<file path="src/common/edc_pkg.sv">
// edc_pkg: constants and types shared by the dram strobe controller files.
// assumes a 50 MHz system clock; all times are converted to cycle counts here.
package edc_pkg;
  localparam int CLK_MHZ = 50;
  localparam int CLK_NS = 20;
  // wake-up pause and refresh budget
  localparam int WAKE_PAUSE_US = 200;
  localparam int WAKE_PAUSE_CYC = WAKE_PAUSE_US * CLK_MHZ;
  localparam int WAKE_REFRESH_CNT = 8;
  localparam int REF_ROWS = 1024;
  localparam int REF_PERIOD_MS = 16;
  // one row every period/rows, rounded down so the budget is never overrun
  localparam int REF_INTERVAL_CYC = (REF_PERIOD_MS * 1000 * CLK_MHZ) / REF_ROWS;
  // strobe timing, rounded up to whole cycles
  localparam int RAS_PRECHARGE_NS = 30;
  localparam int RAS_PRECHARGE_CYC = (RAS_PRECHARGE_NS + CLK_NS - 1) / CLK_NS;
  localparam int RAS_PULSE_NS = 50;
  localparam int RAS_PULSE_CYC = (RAS_PULSE_NS + CLK_NS - 1) / CLK_NS;
  localparam int RAS_TO_CAS_NS = 12;
  localparam int RAS_TO_CAS_CYC = (RAS_TO_CAS_NS + CLK_NS - 1) / CLK_NS;
  localparam int RAS_ACCESS_NS = 50;
  localparam int RAS_ACCESS_CYC = (RAS_ACCESS_NS + CLK_NS - 1) / CLK_NS;
  localparam int CAS_ACCESS_NS = 25;
  localparam int CAS_ACCESS_CYC = (CAS_ACCESS_NS + CLK_NS - 1) / CLK_NS;
  localparam int CAS_PRECHARGE_NS = 9;
  localparam int CAS_PRECHARGE_CYC = (CAS_PRECHARGE_NS + CLK_NS - 1) / CLK_NS;
  localparam int WR_PULSE_NS = 13;
  localparam int WR_PULSE_CYC = (WR_PULSE_NS + CLK_NS - 1) / CLK_NS;
  localparam int PAGE_MAX_NS = 100000;
  // page held at most this long, rounded down
  localparam int PAGE_MAX_CYC = PAGE_MAX_NS / CLK_NS;
  localparam int TIMER_W = 16;
  localparam logic [1:0] BYTE_BOTH = 2'h3;
  localparam logic [1:0] BYTE_NONE = 2'h0;

  typedef enum logic [3:0] {
    EDC_ST_PAUSE   = 4'h0,
    EDC_ST_IDLE    = 4'h1,
    EDC_ST_ROW     = 4'h2,
    EDC_ST_COL     = 4'h3,
    EDC_ST_RDWAIT  = 4'h4,
    EDC_ST_WRPULSE = 4'h5,
    EDC_ST_CASHI   = 4'h6,
    EDC_ST_PRECH   = 4'h7,
    EDC_ST_RFCAS   = 4'h8,
    EDC_ST_RFRAS   = 4'h9
  } edc_state_e;
endpackage

</file>
<file path="src/core/edc_ctrl.sv">
// edc_ctrl: host-side strobe sequencer for an asynchronous 1M x 16 page-mode dram.
// assumes the dram pins are wired straight to these ports and the user holds a
// request until it is accepted.
`timescale 1ns/100ps
`default_nettype none
// Functional notes
// wait 200 us after power-up, then eight refresh cycles before any access
// rerun the eight wake-up refreshes whenever the refresh period was missed
// refresh all 1024 rows inside every 16 ms
// in self-refresh the dram refreshes itself within 128 ms
// dram floats data while both strobes are high
// dram may keep driving last read data while a column strobe is low
// raise both strobes for column precharge to start a fresh cycle
// write strobe low before column strobe gives an early write, outputs open
// write strobe after the access delays gives a read-write cycle
// never sample data after a write between early and read-write timing
// output enable high and late write strobe gives a late write
// lower strobe owns data 7:0, upper strobe owns data 15:8
// raising output enable before column strobe rises floats data
// with output enable tied low only early writes are possible
// write strobe falling edge is the write command
// keep output enable high during late writes so outputs stay open
// data taken at column strobe fall in early write, write fall otherwise
// column-first refresh: column strobe before row strobe, write high
// row-only refresh: row address with only the row strobe pulsed
// hidden refresh after read: column low, write high, enable low
// hidden refresh after write: write low, output enable high
// dram turns data off after the later of the strobe rising edges
// row address before row strobe falls, column address before column strobe
// page mode keeps row low, cycles column strobes, within the page limit
module edc_ctrl #(
  parameter int PAUSE_CYC = edc_pkg::WAKE_PAUSE_CYC, // power-up pause
  parameter int REF_INTERVAL = edc_pkg::REF_INTERVAL_CYC, // cycles per row refresh
  parameter int PAGE_MAX = edc_pkg::PAGE_MAX_CYC // longest row-open time
) (
  input wire logic clk_i, // 50 MHz clock
  input wire logic sys_rst_i, // async reset, active high
  input wire logic req_valid_i, // access request
  input wire logic req_write_i, // 1 write, 0 read
  input wire logic [1:0] req_be_i, // byte lanes: bit1 upper, bit0 lower
  input wire logic [19:0] req_addr_i, // word address: row 19:10, col 9:0
  input wire logic [15:0] req_wdata_i, // write data
  input wire logic req_late_i, // write as late write (output enable controlled)
  input wire logic wake_again_i, // refresh budget was broken: redo wake-up
  output logic req_ready_o, // request accepted this cycle
  output logic rd_valid_o, // read data valid pulse
  output logic [15:0] rd_data_o, // read data
  output logic ready_o, // wake-up finished
  output logic [9:0] mem_addr_o, // multiplexed address
  output logic row_strobe_n_o, // row strobe
  output logic lower_byte_column_strobe_n_o, // lower lane column strobe
  output logic upper_byte_column_strobe_n_o, // upper lane column strobe
  output logic write_strobe_n_o, // write strobe
  output logic out_enable_n_o, // output enable
  input wire logic [15:0] mem_dq_i, // data pins in
  output logic [15:0] mem_dq_o, // data pins out
  output logic mem_dq_oe_o // drive data pins
);
  if (PAUSE_CYC < 2 || PAUSE_CYC > 65535 || PAGE_MAX < 2 || PAGE_MAX > 65535) begin
    $error("edc_ctrl pause or page limit out of range");
  end

  // ----------------------------------------------------------------
  // state
  // ----------------------------------------------------------------
  typedef struct packed {
    edc_pkg::edc_state_e st;
    logic [3:0] wake_cnt;
    logic woke;
    logic write;
    logic late;
    logic [1:0] be;
    logic [9:0] row;
    logic [9:0] col;
    logic [15:0] wdata;
    logic rf_ack;
    logic tmr_load;
    logic [15:0] tmr_val;
    logic req_ready;
    logic rd_valid;
    logic [15:0] rd_data;
    logic [9:0] addr;
    logic ras_n;
    logic lower_byte_column_strobe_n_n;
    logic upper_byte_column_strobe_n_n;
    logic we_n;
    logic oe_n;
    logic [15:0] dq_o;
    logic dq_oe;
  } edc_ctrl_s;

  edc_ctrl_s s_r;
  edc_ctrl_s s_nxt;
  logic tmr_done;
  logic rf_req;
  logic [15:0] page_cnt_r;

  // converts a cycle count to a timer load (timer counts down to zero)
  function automatic logic [15:0] tload(input int cyc);
    tload = (cyc > 1) ? 16'(cyc - 1) : 16'h0000;
  endfunction

  // ----------------------------------------------------------------
  // helpers
  // ----------------------------------------------------------------
  edc_timer #(.W(edc_pkg::TIMER_W)) u_timer (
    .clk_i(clk_i),
    .sys_rst_i(sys_rst_i),
    .load_i(s_r.tmr_load),
    .value_i(s_r.tmr_val),
    .done_o(tmr_done)
  );

  edc_refresh_sched #(.INTERVAL(REF_INTERVAL)) u_sched (
    .clk_i(clk_i),
    .sys_rst_i(sys_rst_i),
    .enable_i(s_r.woke),
    .ack_i(s_r.rf_ack),
    .req_o(rf_req)
  );

  // row-open age, used to close a page before its limit
  always_ff @(posedge clk_i or posedge sys_rst_i) begin
    if (sys_rst_i) begin
      page_cnt_r <= 16'h0000;
    end else if (s_r.ras_n) begin
      page_cnt_r <= 16'h0000;
    end else begin
      page_cnt_r <= page_cnt_r + 16'h0001;
    end
  end

  // ----------------------------------------------------------------
  // sequencer
  // ----------------------------------------------------------------
  // timer loads happen one cycle after the state change, so the done flag is
  // only trusted when no load is pending
  always_comb begin
    logic go;
    logic page_hit;
    go = tmr_done && !s_r.tmr_load;
    page_hit = 1'b0;
    s_nxt = s_r;
    s_nxt.tmr_load = 1'b0;
    s_nxt.rf_ack = 1'b0;
    s_nxt.req_ready = 1'b0;
    s_nxt.rd_valid = 1'b0;
    unique case (s_r.st)
      edc_pkg::EDC_ST_PAUSE: begin
        if (go) begin
          s_nxt.wake_cnt = 4'h0;
          s_nxt.st = edc_pkg::EDC_ST_PRECH;
          s_nxt.tmr_load = 1'b1;
          s_nxt.tmr_val = tload(edc_pkg::RAS_PRECHARGE_CYC);
        end
      end
      edc_pkg::EDC_ST_IDLE: begin
        if (wake_again_i) begin
          s_nxt.woke = 1'b0;
          s_nxt.wake_cnt = 4'h0;
        end else if (!s_r.woke || rf_req) begin
          // column-first refresh: column strobes drop first, write held high
          s_nxt.we_n = 1'b1;
          s_nxt.lower_byte_column_strobe_n_n = 1'b0;
          s_nxt.upper_byte_column_strobe_n_n = 1'b0;
          s_nxt.st = edc_pkg::EDC_ST_RFCAS;
          s_nxt.tmr_load = 1'b1;
          s_nxt.tmr_val = tload(edc_pkg::CAS_PRECHARGE_CYC);
        end else if (req_valid_i && req_be_i != edc_pkg::BYTE_NONE) begin
          s_nxt.req_ready = 1'b1;
          s_nxt.write = req_write_i;
          s_nxt.late = req_late_i;
          s_nxt.be = req_be_i;
          s_nxt.row = req_addr_i[19:10];
          s_nxt.col = req_addr_i[9:0];
          s_nxt.wdata = req_wdata_i;
          s_nxt.addr = req_addr_i[19:10];
          s_nxt.st = edc_pkg::EDC_ST_ROW;
        end
      end
      edc_pkg::EDC_ST_ROW: begin
        // row address stood one cycle; now the row strobe falls
        s_nxt.ras_n = 1'b0;
        s_nxt.st = edc_pkg::EDC_ST_COL;
        s_nxt.tmr_load = 1'b1;
        s_nxt.tmr_val = tload(edc_pkg::RAS_TO_CAS_CYC);
      end
      edc_pkg::EDC_ST_COL: begin
        if (go) begin
          s_nxt.addr = s_r.col;
          if (s_r.write) begin
            s_nxt.dq_o = s_r.wdata;
            s_nxt.dq_oe = 1'b1;
            s_nxt.oe_n = 1'b1;
            if (!s_r.late) begin
              s_nxt.we_n = 1'b0;
            end
          end else begin
            s_nxt.oe_n = 1'b0;
          end
          s_nxt.st = edc_pkg::EDC_ST_RDWAIT;
        end
      end
      edc_pkg::EDC_ST_RDWAIT: begin
        // column strobes fall a cycle after the column address, per lane
        s_nxt.lower_byte_column_strobe_n_n = !s_r.be[0];
        s_nxt.upper_byte_column_strobe_n_n = !s_r.be[1];
        s_nxt.st = edc_pkg::EDC_ST_WRPULSE;
        s_nxt.tmr_load = 1'b1;
        s_nxt.tmr_val = s_r.write ? tload(edc_pkg::WR_PULSE_CYC) : tload(edc_pkg::RAS_ACCESS_CYC);
      end
      edc_pkg::EDC_ST_WRPULSE: begin
        if (go) begin
          if (s_r.write && s_r.late && s_r.we_n) begin
            // late write: write strobe falls after the column strobe, enable high
            s_nxt.we_n = 1'b0;
            s_nxt.tmr_load = 1'b1;
            s_nxt.tmr_val = tload(edc_pkg::WR_PULSE_CYC);
          end else begin
            if (!s_r.write) begin
              // sampled only on a clean read, never after a write
              s_nxt.rd_valid = 1'b1;
              s_nxt.rd_data[7:0] = s_r.be[0] ? mem_dq_i[7:0] : 8'h00;
              s_nxt.rd_data[15:8] = s_r.be[1] ? mem_dq_i[15:8] : 8'h00;
            end
            // output enable up before the column strobes rise floats the bus
            s_nxt.oe_n = 1'b1;
            s_nxt.st = edc_pkg::EDC_ST_CASHI;
          end
        end
      end
      edc_pkg::EDC_ST_CASHI: begin
        s_nxt.we_n = 1'b1;
        s_nxt.dq_oe = 1'b0;
        s_nxt.lower_byte_column_strobe_n_n = 1'b1;
        s_nxt.upper_byte_column_strobe_n_n = 1'b1;
        page_hit = req_valid_i && req_be_i != edc_pkg::BYTE_NONE && !rf_req && !wake_again_i &&
                   req_addr_i[19:10] == s_r.row && page_cnt_r < 16'(PAGE_MAX / 2);
        if (page_hit) begin
          // page mode: row stays low, new column address
          s_nxt.req_ready = 1'b1;
          s_nxt.write = req_write_i;
          s_nxt.late = req_late_i;
          s_nxt.be = req_be_i;
          s_nxt.col = req_addr_i[9:0];
          s_nxt.wdata = req_wdata_i;
          s_nxt.st = edc_pkg::EDC_ST_COL;
          s_nxt.tmr_load = 1'b1;
          s_nxt.tmr_val = tload(edc_pkg::CAS_PRECHARGE_CYC);
        end else begin
          // both strobes high for precharge clears the dram output buffer
          s_nxt.ras_n = 1'b1;
          s_nxt.st = edc_pkg::EDC_ST_PRECH;
          s_nxt.tmr_load = 1'b1;
          s_nxt.tmr_val = tload(edc_pkg::RAS_PRECHARGE_CYC);
        end
      end
      edc_pkg::EDC_ST_RFCAS: begin
        if (go) begin
          s_nxt.ras_n = 1'b0;
          s_nxt.st = edc_pkg::EDC_ST_RFRAS;
          s_nxt.tmr_load = 1'b1;
          s_nxt.tmr_val = tload(edc_pkg::RAS_PULSE_CYC);
        end
      end
      edc_pkg::EDC_ST_RFRAS: begin
        if (go) begin
          s_nxt.ras_n = 1'b1;
          s_nxt.lower_byte_column_strobe_n_n = 1'b1;
          s_nxt.upper_byte_column_strobe_n_n = 1'b1;
          s_nxt.rf_ack = s_r.woke;
          if (!s_r.woke) begin
            s_nxt.wake_cnt = s_r.wake_cnt + 4'h1;
            if (s_r.wake_cnt == 4'(edc_pkg::WAKE_REFRESH_CNT - 1)) begin
              s_nxt.woke = 1'b1;
            end
          end
          s_nxt.st = edc_pkg::EDC_ST_PRECH;
          s_nxt.tmr_load = 1'b1;
          s_nxt.tmr_val = tload(edc_pkg::RAS_PRECHARGE_CYC);
        end
      end
      edc_pkg::EDC_ST_PRECH: begin
        if (go) begin
          s_nxt.st = edc_pkg::EDC_ST_IDLE;
        end
      end
      default: begin
        s_nxt.st = edc_pkg::EDC_ST_IDLE;
      end
    endcase
  end

  // ----------------------------------------------------------------
  // register
  // ----------------------------------------------------------------
  // reset loads the pause count so the timer starts the power-up wait
  always_ff @(posedge clk_i or posedge sys_rst_i) begin
    if (sys_rst_i) begin
      s_r <= '0;
      s_r.st <= edc_pkg::EDC_ST_PAUSE;
      s_r.tmr_load <= 1'b1;
      s_r.tmr_val <= tload(PAUSE_CYC);
      s_r.ras_n <= 1'b1;
      s_r.lower_byte_column_strobe_n_n <= 1'b1;
      s_r.upper_byte_column_strobe_n_n <= 1'b1;
      s_r.we_n <= 1'b1;
      s_r.oe_n <= 1'b1;
    end else begin
      s_r <= s_nxt;
    end
  end

  assign req_ready_o = s_r.req_ready;
  assign rd_valid_o = s_r.rd_valid;
  assign rd_data_o = s_r.rd_data;
  assign ready_o = s_r.woke;
  assign mem_addr_o = s_r.addr;
  assign row_strobe_n_o = s_r.ras_n;
  assign lower_byte_column_strobe_n_o = s_r.lower_byte_column_strobe_n_n;
  assign upper_byte_column_strobe_n_o = s_r.upper_byte_column_strobe_n_n;
  assign write_strobe_n_o = s_r.we_n;
  assign out_enable_n_o = s_r.oe_n;
  assign mem_dq_o = s_r.dq_o;
  assign mem_dq_oe_o = s_r.dq_oe;
endmodule
`default_nettype wire

</file>
<file path="src/core/edc_timer.sv">
// edc_timer: loadable down counter reporting when it reaches zero.
// assumes the loader picks counts that fit the width.
`timescale 1ns/100ps
`default_nettype none
module edc_timer #(
  parameter int W = 16
) (
  input wire logic clk_i, // system clock
  input wire logic sys_rst_i, // async reset, active high
  input wire logic load_i, // load pulse
  input wire logic [W-1:0] value_i, // count to load
  output logic done_o // count is zero
);
  if (W < 2) begin
    $error("edc_timer width too small");
  end
  logic [W-1:0] cnt_r;
  // a load overrides counting so back-to-back phases never skip
  always_ff @(posedge clk_i or posedge sys_rst_i) begin
    if (sys_rst_i) begin
      cnt_r <= '0;
    end else if (load_i) begin
      cnt_r <= value_i;
    end else if (cnt_r != '0) begin
      cnt_r <= cnt_r - 1'b1;
    end
  end
  assign done_o = (cnt_r == '0);
endmodule
`default_nettype wire

</file>
<file path="src/core/edc_refresh_sched.sv">
// edc_refresh_sched: raises a sticky refresh request once per row interval.
// assumes the controller acknowledges each served row with a one-cycle pulse.
`timescale 1ns/100ps
`default_nettype none
module edc_refresh_sched #(
  parameter int INTERVAL = edc_pkg::REF_INTERVAL_CYC
) (
  input wire logic clk_i, // system clock
  input wire logic sys_rst_i, // async reset, active high
  input wire logic enable_i, // count only after wake-up
  input wire logic ack_i, // one row refreshed
  output logic req_o // refresh due
);
  if (INTERVAL < 2 || INTERVAL > 65535) begin
    $error("edc_refresh_sched interval out of range");
  end
  logic [15:0] tick_r;
  logic req_r;
  // a tick arriving with the ack keeps the request: set wins
  always_ff @(posedge clk_i or posedge sys_rst_i) begin
    if (sys_rst_i) begin
      tick_r <= 16'h0000;
      req_r <= 1'b0;
    end else if (enable_i) begin
      if (tick_r == 16'(INTERVAL - 1)) begin
        tick_r <= 16'h0000;
        req_r <= 1'b1;
      end else begin
        tick_r <= tick_r + 16'h0001;
        if (ack_i) req_r <= 1'b0;
      end
    end
  end
  assign req_o = req_r;
endmodule
`default_nettype wire

</file>
<file path="config.mk">
export PLATFORM = sky130hd
export DESIGN_NAME = edc_ctrl
export DESIGN_NICKNAME = d
export VERILOG_FILES = /design/src/common/edc_pkg.sv /design/src/core/edc_ctrl.sv /design/src/core/edc_timer.sv /design/src/core/edc_refresh_sched.sv
export SDC_FILE = /design/constraint.sdc
export NUM_CORES = 1
export LEC_CHECK = 0
export BUFFER_PORTS_ARGS = -buffer_cell sky130_fd_sc_hd__buf_4
export CAP_MARGIN = 15
export CORE_UTILIZATION = 50
export CTS_CLUSTER_DIAMETER = 200
export CTS_CLUSTER_SIZE = 16
export DETAILED_ROUTE_END_ITERATION = 10
export PLACE_DENSITY = 0.74
export SLEW_MARGIN = 5
export SYNTH_ARGS = -nofsm -noshare
export SYNTH_HDL_FRONTEND = slang
export SYNTH_HIERARCHICAL = 1
export SYNTH_SLANG_ARGS = --single-unit
</file>
<file path="constraint.sdc">
create_clock -name clk_i -period 3.1 [get_ports clk_i]
set_clock_uncertainty 0.05 [all_clocks]
set_input_delay 0.155 -clock clk_i [delete_from_list [all_inputs] [get_ports clk_i]]
set_output_delay 0.155 -clock clk_i [all_outputs]
set_load 0.01 [all_outputs]
</file>
==> flow_metrics.env, run 1 <==
export IMPL_run_status="finished clean"
export IMPL_cts_tree="yes"
export IMPL_clock_sinks=153
export IMPL_routabilityCongestion=0.863
export IMPL_timing_final_max_slew_violations=0
export IMPL_cap_viol_max_count=0
export IMPL_grt_util_all_layers_pct=24.9
export IMPL_worstSetupStartpointType="register"
export IMPL_ys_types=72
export IMPL_peakVddDrop_uv=404
export IMPL_rows=46
export IMPL_grt_antenna_before_repair=0
export IMPL_clock_path_buffers=2
export IMPL_finalSetupTns_ns=0
export IMPL_grt_pass1_wl_um=33100
export IMPL_cts_root_buf="clkbuf_16"
export IMPL_cp_endpoint="s_r[116]$_DFFE_PP0P_"
export IMPL_synth_cells=880
export IMPL_reg2reg_from="u_timer/cnt_r[12]$_DFFE_PP0P_"
export IMPL_yosys_most_used_dff="dfrtp_1"
export IMPL_core_um2=15900
export IMPL_launching_instance_or_port_of_the_critical_path="u_timer/cnt_r[12]$_DFFE_PP0P_"
export IMPL_rr_worst_depth=7
export IMPL_critical_path_reg2reg_endpoint="s_r[116]$_DFFE_PP0P_"
export IMPL_timing_final_hold_violations=0
export IMPL_timing_critical_path_to_type="register"
export IMPL_antenna_cells_inserted=0
export IMPL_numPortBuffers=110
export IMPL_top_fanout_value_on_the_critical_path=11
export IMPL_dr_total_vias=6940
export IMPL_drc_errors=0
export IMPL_fp_dieW_um=130
export IMPL_worst_setup_path_type="reg2reg"
export IMPL_synth_async_sr_flop_share_pct=100
export IMPL_powerDensity_nw_per_um2=596
export IMPL_p_leak_nw=4.51
export IMPL_floorplan_io_pins=111
export IMPL_drt_iter0_drc=505
export IMPL_flow_area_growth_from_synthesis_pct=23.5
export IMPL_rrSetupSlack_ns=0.40
export IMPL_floorplan_die_area_um2=16900
export IMPL_worst_skew_pair_late_latency_ns=0.42
export IMPL_tcrit_tclk_final_pct=87.2
export IMPL_period_minus_slack_ns=2.70
export IMPL_most_common_layout_cells="dfrtp_1 (144), buf_4 (132), nand2_1 (125), dlygate4sd3_1 (58), nor2_1 (54)"
export IMPL_route_final_wire_length_um=20200
export IMPL_grt_ovfl_total=0
export IMPL_share_of_the_core_filled_with_cells_in_the_final_layout_pct=63.5
export IMPL_finalSetupViolations=0
export IMPL_post_route_cells_drive_above_1_share_pct=20.9
export IMPL_min_delay_path_class="in2async"
export IMPL_dpl_hpwl_um=12500
export IMPL_rsz0062_at_grt="false"
export IMPL_grt_pass1_vias=6614
export IMPL_synth_edff_count=0
export IMPL_worstMarginPinSlew_ns=0.813
export IMPL_clkSlewWorstSetupHoldPaths_ns=0.06
export IMPL_warnings_synthesis=6
export IMPL_yosysSeqAreaShare_pct=46.9
export IMPL_final_common_cell="dfrtp_1"
export IMPL_tritoncts_num_buffers=17
export IMPL_cp_data_arrival_time_ns=2.99
export IMPL_timing_critical_path_required_ns=3.39
export IMPL_drt_first_pass_iters=5
export IMPL_starting_utilization_of_the_core_area_pct=51.4
export IMPL_die_ht_um=130
export IMPL_wl_per_cell_um=16.5
export IMPL_synth_avg_cell_area_um2=9.31
export IMPL_slew_headroom_pct=45.1
export IMPL_max_freq_mhz=370
export IMPL_routed_via_density=5.67
export IMPL_nNetsFinal=1061
export IMPL_postRouteAntennaNets=0
export IMPL_mappedNetlistArea_um2=8200
export IMPL_synth_seq_cells=153
export IMPL_grt_max_degree=72
export IMPL_cts_htree_levels=4
through the flow:
stage / setup WS, ns / cells / hold slack (ns) / total power [mW] / cell area, um^2
2_1_floorplan: 0.204 / 887 / 0.0187 / 3.52 / 8230
3_3_place_gp: 0.588 / 1135 / 0.255 / 3.90 / 8960
4_1_cts: 0.432 / 1225 / 0.372 / 6.06 / 10100
3_5_place_dp: 0.479 / 1135 / 0.259 / 3.94 / 8960
5_1_grt: 0.0738 / 1225 / 0.421 / 6.37 / 10100
6_report: 0.396 / 1225 / 0.368 / 6.03 / 10100
cell type report:
class	instances	area, um^2
fillers	1251	5820
inverters	21	82.6
repair buffers	191	1590
clock inverters	14	150
multi-input cells	612	3760
clock buffers	18	429
well taps	216	270
flip-flops and latches	153	3840
flip-flops by register name, summed over array words and instances (netlist names):
signal,cells
lower_byte_column_strobe_n_o,1
mem_addr_o,10
mem_dq_o,16
mem_dq_oe_o,1
out_enable_n_o,1
page_cnt_r,16
rd_data_o,16
rd_valid_o,1
ready_o,1
req_ready_o,1
row_strobe_n_o,1
s_r,53
u_sched/req_o,1
u_sched/tick_r,16
u_timer/cnt_r,16
upper_byte_column_strobe_n_o,1
write_strobe_n_o,1
synthesized netlist by cell type, types with 7 or more instances:
library cell    n  area, um^2
nand2b_1        7        43.8
nor3_1         17        85.1
o211ai_1       32         240
buf_4          46         345
nor2_1         54         203
mux2i_1        12         120
dfstp_2         9         236
inv_1          19        71.3
a21oi_1        53         265
xnor2_1        29         254
o31ai_1        11        82.6
and3_1         38         238
buf_2           8        40.0
nand3_1        15        75.1
dfrtp_1       144        3600
mux2_2         16         180
o21ai_0        38         190
nand2_1       125         469
xor2_1         18         158
clkbuf_1       44         165
nand4_1        43         269
nor4_1          7        43.8
worst min path at each step:
stage | from | end | slack (ns) | depth (start not counted)
2_1_floorplan | sys_rst_i | u_timer/cnt_r[0]$_DFFE_PP0P_ | 0.02 | 1
3_3_place_gp | sys_rst_i | u_timer/cnt_r[14]$_DFFE_PP0P_ | 0.25 | 2
3_5_place_dp | sys_rst_i | u_timer/cnt_r[12]$_DFFE_PP0P_ | 0.26 | 2
4_1_cts | sys_rst_i | u_timer/cnt_r[13]$_DFFE_PP0P_ | 0.37 | 3
5_1_grt | sys_rst_i | u_timer/cnt_r[10]$_DFFE_PP0P_ | 0.42 | 3
6_report | sys_rst_i | u_sched/tick_r[14]$_DFFE_PP0P_ | 0.37 | 3
power by group:
group / internal, mW / switching [mW]
Sequential: 2.28 / 0.352
Clock: 1.19 / 0.851
Combinational: 0.655 / 0.701
Total: 4.13 / 1.90
routing by layer:
| metal | track usage (%) | routed length (um) | vias up | share of wire, % |
|---|---|---|---|---|
| met5 | 0 | 0 | - | 0 |
| met2 | 40.4 | 9940 | 214 | 49 |
| met3 | 5.82 | 1140 | 28 | 5.6 |
| met4 | 7.39 | 335 | 0 | 1.7 |
| li1 | - | - | 3300 | - |
| met1 | 33.2 | 8770 | 3398 | 43 |
cell families after synthesis:
logic type	after synthesis	synth area share, %
other cells	1	0.0458
buf+inv	122	7.82
compound gates	171	13.2
fa+ha+maj	5	0.763
flops	153	46.9
xor+xnor	47	5.02
simple gates	353	22.6
mux	28	3.66
what timing repair did:
action / CTS / global route
resized for setup: 0 / 0
setup buffers: 0 / 0
hold buffers: 58 / 0
hold endpoints to repair: 122 / 0
worst max-delay path: stages, from the launching register on:
cell,delay (ns)
dfrtp_1,0.44
nor4_1,0.60
and4_1,0.34
nand2b_1,0.26
a32oi_1,0.39
nand3_1,0.20
o21bai_1,0.20
a21oi_1,0.15
Power figures use the tool's default switching activity.
==> run 2, diff against run 1 <==
--- a/config.mk
+++ b/config.mk
@@ -5,13 +5,14 @@
 export SDC_FILE = /design/constraint.sdc
 export NUM_CORES = 1
 export LEC_CHECK = 0
+export ABC_AREA = 1
 export BUFFER_PORTS_ARGS = -buffer_cell sky130_fd_sc_hd__buf_4
 export CAP_MARGIN = 15
 export CORE_UTILIZATION = 50
 export CTS_CLUSTER_DIAMETER = 200
 export CTS_CLUSTER_SIZE = 16
 export DETAILED_ROUTE_END_ITERATION = 10
-export PLACE_DENSITY = 0.74
+export PLACE_DENSITY = 0.73
 export SLEW_MARGIN = 5
 export SYNTH_ARGS = -nofsm -noshare
 export SYNTH_HDL_FRONTEND = slang
==> run 2 against run 1 <==
Effect of this change: cell area is 0.43% higher; die area is 2.0% higher; critical path depth is 6 higher; combinational power is 37% higher; hold slack worse by 0.35 ns; global-route usage is 2.8 points lower; critical path type unchanged; critical endpoint is now rd_data_o[13]$_DFFE_PP0P_; largest cell class unchanged.
==> flow_metrics.env, run 2 <==
export IMPL_run_status="finished clean"
export IMPL_min_delay_path_depth=5
export IMPL_sequential_share_of_power_pct=38.7
export IMPL_timing_final_hold_violations=0
export IMPL_grt_pass1_wl_um=31300
export IMPL_internal_power_mw=4.39
export IMPL_die_ht_um=131
export IMPL_period_minus_slack_ns=2.70
export IMPL_met3_wirelength_um=659
export IMPL_critical_path_reg2reg_endpoint="rd_data_o[13]$_DFFE_PP0P_"
export IMPL_finalSetupTns_ns=0
export IMPL_p_switching_mw=2.24
export IMPL_layout_cell_area_non_filler_um2=10200
export IMPL_synth_async_sr_flop_share_pct=100
export IMPL_core_um2=16100
export IMPL_synth_commonest_cells="nand2_1 (264), inv_1 (154), dfrtp_1 (144), nor2_1 (128), nand3_1 (75)"
export IMPL_final_common_cell="nand2_1"
export IMPL_share_of_the_core_filled_with_cells_in_the_final_layout_pct=63.1
export IMPL_timing_hold_worst_endpoint="s_r[86]$_DFFE_PP0P_"
export IMPL_cts_tree="yes"
export IMPL_synth_edff_count=0
export IMPL_powerDensity_nw_per_um2=652
export IMPL_most_common_layout_cells="nand2_1 (264), inv_1 (153), dfrtp_1 (144), nor2_1 (127), buf_4 (117)"
export IMPL_top_fanout_value_on_the_critical_path=33
export IMPL_finalHoldWorstSlack_ns=0.0202
export IMPL_post_route_cells_drive_above_1_share_pct=18.5
export IMPL_postRouteAntennaNets=0
export IMPL_cpMostUsedCell="inv_1"
export IMPL_routed_metal_1_wirelength_um=8490
export IMPL_rows=46
export IMPL_numPortBuffers=110
export IMPL_timing_critical_path_to_type="register"
export IMPL_synth_top_cell_by_area="dfrtp_1"
export IMPL_slew_headroom_pct=54.9
export IMPL_finalNonFillerCells=1424
export IMPL_cts_root_buf="clkbuf_16"
export IMPL_grt_antenna_before_repair=0
export IMPL_starting_utilization_of_the_core_area_pct=51.9
export IMPL_clock_sinks=153
export IMPL_worstMarginPinSlew_ns=0.675
export IMPL_timing_critical_path_required_ns=3.38
export IMPL_route_final_wire_length_um=18200
export IMPL_crit_path_top_delay_cell="dfrtp_1"
export IMPL_ys_types=48
export IMPL_largest_register="s_r"
export IMPL_dpl_worst_slack_ns=0.452
export IMPL_floorplan_io_pins=111
export IMPL_synthTopCellsByArea="dfrtp_1 (43%), nand2_1 (12%), inv_1 (6.9%)"
export IMPL_rr_worst_depth=13
export IMPL_cts_repair_resized=0
export IMPL_dpl_hpwl_um=12500
export IMPL_power_switching_fraction_pct=33.7
export IMPL_synth_cells=1076
export IMPL_flow_area_growth_from_synthesis_pct=21.6
export IMPL_routabilityCongestion=0.840
export IMPL_drt_first_pass_iters=6
export IMPL_finalSetupViolations=0
export IMPL_cp_data_arrival_time_ns=2.98
export IMPL_max_freq_mhz=370
export IMPL_synth_seq_cells=153
export IMPL_clock_path_buffers=2
export IMPL_floorplan_die_area_um2=17200
export IMPL_yosysSeqAreaShare_pct=45.9
export IMPL_placedInstanceArea_um2=9070
export IMPL_nNetsFinal=1260
export IMPL_fp_dieW_um=131
export IMPL_timing_final_ws_setup_ns=0.396
export IMPL_clkSlewWorstSetupHoldPaths_ns=0.06
export IMPL_number_of_flip_flops_under_the_largest_register_name=53
export IMPL_mappedNetlistArea_um2=8360
export IMPL_tcrit_tclk_final_pct=87.2
export IMPL_worst_setup_path_type="reg2reg"
export IMPL_grt_pass1_vias=6639
export IMPL_tot_pwr_mw=6.63
export IMPL_peakVddDrop_uv=489
export IMPL_power_frac_comb_pct=28.0
export IMPL_tritoncts_num_buffers=17
export IMPL_rrSetupSlack_ns=0.40
export IMPL_timing_final_max_slew_violations=0
export IMPL_warnings_synthesis=6
export IMPL_yosys_most_used_dff="dfrtp_1"
export IMPL_wl_per_cell_um=12.8
export IMPL_crit_path_cell_trace="inv_1 > ha_1 > nand3_2 > nor2_4 > nand3_2 > inv_1 > inv_1 > nor2_2 > inv_2 > nor3_4 > buf_4 > nand3_1 > o21ai_0"
export IMPL_top_signal_layer_used="met4"
export IMPL_drt_iter0_drc=432
export IMPL_reg2reg_from="u_timer/cnt_r[0]$_DFFE_PP0P_"
export IMPL_yosys_area_top_type_share_pct=43.1
export IMPL_holdCritStartpoint="req_addr_i[2]"
export IMPL_antenna_cells_inserted=0
export IMPL_cts_htree_levels=4
export IMPL_min_delay_path_class="in2reg"
export IMPL_power_share_clock_pct=33.3
export IMPL_synth_avg_cell_area_um2=7.77
export IMPL_grt_ovfl_total=0
export IMPL_worst_skew_pair_late_latency_ns=0.42
export IMPL_yosysMostFrequentCell="nand2_1"
export IMPL_p_leak_nw=5.32
export IMPL_post_cts_repair_setup_buffers=0
export IMPL_grt_util_all_layers_pct=22.1
export IMPL_critPathMaxStageDelay_ns=0.40
export IMPL_routed_via_density=4.88
export IMPL_grt_max_degree=53
export IMPL_drc_errors=0
export IMPL_cap_viol_max_count=0
export IMPL_routed_met2_length_um=8860
export IMPL_worstSetupStartpointType="register"
export IMPL_dr_total_vias=6946
export IMPL_rsz0062_at_grt="false"
export IMPL_dp_cells=1345
-- run 2: cells by family after synthesis --
family / Yosys count / share of synthesized area [%]
other: 1 / 0.0448
muxes: 16 / 2.56
xor gates and xnor gates: 16 / 1.68
buffers and inverters: 235 / 13.2
AOI/OAI and AO/OA: 119 / 7.68
DFF: 153 / 45.9
and+or+nand+nor: 531 / 28.2
adders and majority gates: 5 / 0.748
-- run 2: worst max path at each step --
stage                                       startpoint                        end  slack (ns)  cells after the start
after floorplan           u_timer/cnt_r[0]$_DFFE_PP0P_   rd_data_o[0]$_DFFE_PP0P_        0.84                     12
after global placement    u_timer/cnt_r[0]$_DFFE_PP0P_   rd_data_o[8]$_DFFE_PP0P_        0.54                     13
after CTS                 u_timer/cnt_r[0]$_DFFE_PP0P_  rd_data_o[13]$_DFFE_PP0P_        0.41                     13
final                     u_timer/cnt_r[0]$_DFFE_PP0P_  rd_data_o[13]$_DFFE_PP0P_        0.40                     13
after global routing      u_timer/cnt_r[0]$_DFFE_PP0P_   rd_data_o[9]$_DFFE_PP0P_        0.14                     13
after detailed placement  u_timer/cnt_r[0]$_DFFE_PP0P_   rd_data_o[7]$_DFFE_PP0P_        0.45                     13
-- run 2: cell type report --
type | instances | area, um^2
Sequential cell | 153 | 3840
Fill cell | 1405 | 5950
Timing Repair Buffer | 165 | 1370
Clock inverter | 11 | 170
Inverter | 163 | 616
Tap cell | 216 | 270
Clock buffer | 21 | 450
Multi-Input combinational cell | 695 | 3450
-- run 2: critical path, delay by kind of cell, from the launching register on --
family / cells / cell delay (ns)
AOI/OAI and AO/OA: 1 / 0.10
adders and majority gates: 1 / 0.24
DFF: 1 / 0.40
buffers and inverters: 5 / 0.74
and+or+nand+nor: 6 / 1.07
-- run 2: metal layers --
layer | global-route usage [%] | vias to the layer above
met4 | 5.75 | 0
met1 | 29.5 | 3269
met5 | 0 | -
li1 | - | 3533
met3 | 4.63 | 16
met2 | 36.6 | 128
-- run 2: power by group through the flow --
stage | Clock, mW | Combinational [mW] | Sequential, mW
3_5_place_dp | 0 | 1.81 | 2.60
3_3_place_gp | 0 | 1.77 | 2.60
6_report | 2.21 | 1.86 | 2.57
4_1_cts | 2.22 | 1.86 | 2.57
5_1_grt | 2.32 | 2.13 | 2.61
2_1_floorplan | 0 | 1.48 | 2.50
-- run 2: repair_timing --
item | CTS | global route
hold buffers | 47 | 0
endpoints found under the hold margin | 107 | 0
endpoints found under the setup margin | 0 | 0
==> run 3, diff against run 2 <==
--- a/config.mk
+++ b/config.mk
@@ -12,9 +12,8 @@
 export CTS_CLUSTER_DIAMETER = 200
 export CTS_CLUSTER_SIZE = 16
 export DETAILED_ROUTE_END_ITERATION = 10
-export PLACE_DENSITY = 0.73
+export PLACE_DENSITY = 0.74
 export SLEW_MARGIN = 5
 export SYNTH_ARGS = -nofsm -noshare
 export SYNTH_HDL_FRONTEND = slang
-export SYNTH_HIERARCHICAL = 1
 export SYNTH_SLANG_ARGS = --single-unit
==> run 3 against run 2 <==
Effect of this change: cell count rose by 0.21%; wire length increased by 4.7%; clock power is 3% higher; combinational power grew 42%; critical path type unchanged; largest power group unchanged; sequential power is 12% higher; synthesized cell count increased by 0.65%; via count rose by 3.2%; global-route usage up 1.8 points; area after synthesis is 1.3% lower; setup slack improved by 0.10 ns; non-clock buffer count is 6 higher; critical path depth down 5; highest routed layer unchanged.
==> flow_metrics.env, run 3 <==
export IMPL_most_common_layout_cells="nand2_1 (268), inv_1 (149), dfrtp_1 (144), nor2_1 (122), buf_4 (117)"
export IMPL_synth_async_sr_flop_share_pct=100
export IMPL_power_frac_comb_pct=34.0
export IMPL_die_ht_um=131
export IMPL_peakVddDrop_uv=537
export IMPL_clock_sinks=153
export IMPL_placedInstanceArea_um2=8940
export IMPL_worst_setup_path_type="reg2reg"
export IMPL_powerDensity_nw_per_um2=771
export IMPL_core_um2=16000
export IMPL_crit_path_cell_trace="inv_1 > ha_1 > nand3_1 > nor2_2 > nand3_2 > inv_2 > nand3_2 > o21ai_0"
export IMPL_synth_top_cell_by_area="dfrtp_1"
export IMPL_clkSlewWorstSetupHoldPaths_ns=0.07
export IMPL_rows=46
export IMPL_power_switching_fraction_pct=37.0
export IMPL_p_switching_mw=2.88
export IMPL_dr_total_vias=7169
export IMPL_reg2reg_from="u_timer.cnt_r[0]$_DFFE_PP0P_"
export IMPL_final_common_cell="nand2_1"
export IMPL_starting_utilization_of_the_core_area_pct=51.6
export IMPL_postRouteAntennaNets=0
export IMPL_yosysMostFrequentCell="nand2_1"
export IMPL_period_minus_slack_ns=2.60
export IMPL_post_cts_repair_setup_buffers=0
export IMPL_grt_util_all_layers_pct=23.9
export IMPL_finalSetupViolations=0
export IMPL_worst_skew_pair_late_latency_ns=0.43
export IMPL_mappedNetlistArea_um2=8260
export IMPL_rrSetupSlack_ns=0.50
export IMPL_internal_power_mw=4.91
export IMPL_cts_repair_resized=0
export IMPL_yosys_area_top_type_share_pct=43.6
export IMPL_route_final_wire_length_um=19000
export IMPL_grt_antenna_before_repair=0
export IMPL_synth_cells=1083
export IMPL_synthTopCellsByArea="dfrtp_1 (44%), nand2_1 (12%), inv_1 (6.8%)"
export IMPL_synth_seq_cells=153
export IMPL_numPortBuffers=110
export IMPL_grt_pass1_vias=6919
export IMPL_timing_critical_path_required_ns=3.38
export IMPL_timing_hold_worst_endpoint="s_r[73]$_DFFE_PP0P_"
export IMPL_tritoncts_num_buffers=17
export IMPL_cap_viol_max_count=0
export IMPL_clock_path_buffers=2
export IMPL_routabilityCongestion=0.882
export IMPL_wl_per_cell_um=13.3
export IMPL_critPathMaxStageDelay_ns=0.48
export IMPL_floorplan_die_area_um2=17000
export IMPL_grt_pass1_wl_um=32000
export IMPL_min_delay_path_class="in2reg"
export IMPL_min_delay_path_depth=5
export IMPL_hold_buffers=53
export IMPL_cts_htree_levels=4
export IMPL_rr_worst_depth=8
export IMPL_power_share_clock_pct=29.1
export IMPL_antenna_cells_inserted=0
export IMPL_max_freq_mhz=384
export IMPL_run_status="finished clean"
export IMPL_synth_commonest_cells="nand2_1 (268), inv_1 (150), dfrtp_1 (144), nor2_1 (123), nand3_1 (84)"
export IMPL_dpl_hpwl_um=12500
export IMPL_layout_cell_area_non_filler_um2=10100
export IMPL_cts_root_buf="clkbuf_16"
export IMPL_p_leak_nw=5.22
export IMPL_finalSetupTns_ns=0
export IMPL_largest_register="s_r"
export IMPL_flow_area_growth_from_synthesis_pct=22.4
export IMPL_cp_data_arrival_time_ns=2.88
export IMPL_tcrit_tclk_final_pct=83.9
export IMPL_worstSetupStartpointType="register"
export IMPL_timing_final_max_slew_violations=0
export IMPL_warnings_synthesis=0
export IMPL_drt_iter0_drc=375
export IMPL_crit_path_top_delay_cell="nand3_2"
export IMPL_critical_path_reg2reg_endpoint="mem_dq_o[8]$_DFFE_PP0P_"
export IMPL_drt_first_pass_iters=5
export IMPL_worstMarginPinSlew_ns=0.822
export IMPL_nNetsFinal=1264
export IMPL_yosysSeqAreaShare_pct=46.5
export IMPL_post_route_cells_drive_above_1_share_pct=17.5
export IMPL_tot_pwr_mw=7.79
export IMPL_synth_avg_cell_area_um2=7.62
export IMPL_routed_via_density=5.02
export IMPL_syn_num_nets=1149
export IMPL_sequential_share_of_power_pct=36.9
export IMPL_grt_ovfl_total=0
export IMPL_number_of_flip_flops_under_the_largest_register_name=53
export IMPL_rsz0062_at_grt="false"
export IMPL_timing_critical_path_to_type="register"
export IMPL_cts_tree="yes"
export IMPL_ys_types=40
export IMPL_yosys_most_used_dff="dfrtp_1"
export IMPL_cpMostUsedCell="nand3_2"
export IMPL_floorplan_io_pins=111
export IMPL_synth_edff_count=0
export IMPL_timing_final_hold_violations=0
export IMPL_drc_errors=0
export IMPL_grt_max_degree=154
export IMPL_fp_dieW_um=131
export IMPL_holdCritStartpoint="req_wdata_i[5]"
export IMPL_slew_headroom_pct=45.2
export IMPL_top_fanout_value_on_the_critical_path=33
-- run 3: cell count changes after synthesis, moves of 6 or more --
cell      delta
nand3_2     +11
o21ai_2     +10
o21ai_0     -13
o21ai_1     +20
mux2_4       -9
a31oi_1      +6
clkbuf_1     +6
a21oi_1      -7
nand4_1     +11
nand3_1      +9
mux2_2       -7
-- run 3: how the worst max path moves through the flow --
stage / to / from / slack, ns
3_3_place_gp: mem_dq_o[8]$_DFFE_PP0P_ / u_timer.cnt_r[0]$_DFFE_PP0P_ / 0.72
4_1_cts: mem_dq_o[7]$_DFFE_PP0P_ / u_timer.cnt_r[0]$_DFFE_PP0P_ / 0.49
3_5_place_dp: mem_dq_o[3]$_DFFE_PP0P_ / u_timer.cnt_r[0]$_DFFE_PP0P_ / 0.55
2_1_floorplan: mem_addr_o[0]$_DFFE_PP0P_ / sys_rst_i / 0.97
6_report: mem_dq_o[8]$_DFFE_PP0P_ / u_timer.cnt_r[0]$_DFFE_PP0P_ / 0.50
5_1_grt: mem_dq_o[7]$_DFFE_PP0P_ / u_timer.cnt_r[0]$_DFFE_PP0P_ / 0.21
-- run 3: per-stage QoR --
step           hold WS (ns)  setup WS [ns]  std cells  util (%)
6_report            0.00375          0.498       1427      63.2
5_1_grt              0.0269          0.213       1427      63.2
4_1_cts            0.000540          0.491       1427      63.2
3_5_place_dp          0.340          0.550       1342      55.8
3_3_place_gp          0.339          0.724       1342      55.8
2_1_floorplan         0.241          0.971       1083         -
-- run 3: kinds of logic after synthesis --
| family | after synthesis | share of synthesized area, % |
|---|---|---|
| compound gates | 132 | 8.91 |
| xor+xnor | 11 | 1.17 |
| fa+ha+maj | 6 | 0.909 |
| flops | 153 | 46.5 |
| buf+inv | 233 | 13.2 |
| simple gates | 548 | 29.3 |
-- run 3: layout make-up --
type,count,area [um^2]
fillers,1375,5890
flip-flops and latches,153,3840
multi-input cells,697,3330
repair buffers,171,1430
inverters,158,597
clock buffers,17,425
well taps,216,270
clock inverters,15,216
-- run 3: routing by layer --
layer	up-vias	GRT usage, %	share of wire, %
met1	3371	30.1	44
met5	-	0	0
li1	3611	-	-
met3	31	5.82	4.4
met2	156	40.2	50
met4	0	8.11	1.7
-- run 3: critical path, delay by kind of cell (launching register included) --
kind,cells,cell delay [ns]
fa+ha+maj,1,0.20
compound gates,1,0.38
flops,1,0.41
buf+inv,2,0.45
simple gates,4,1.00
-- run 3: power by group through the flow --
stage,Combinational [mW],Sequential [mW],Clock [mW]
floorplan,2.09,2.79,0
global placement,2.54,2.88,0
detailed placement,2.59,2.89,0
CTS,2.65,2.87,2.30
global route,3.03,2.94,2.40
finish,2.65,2.87,2.27
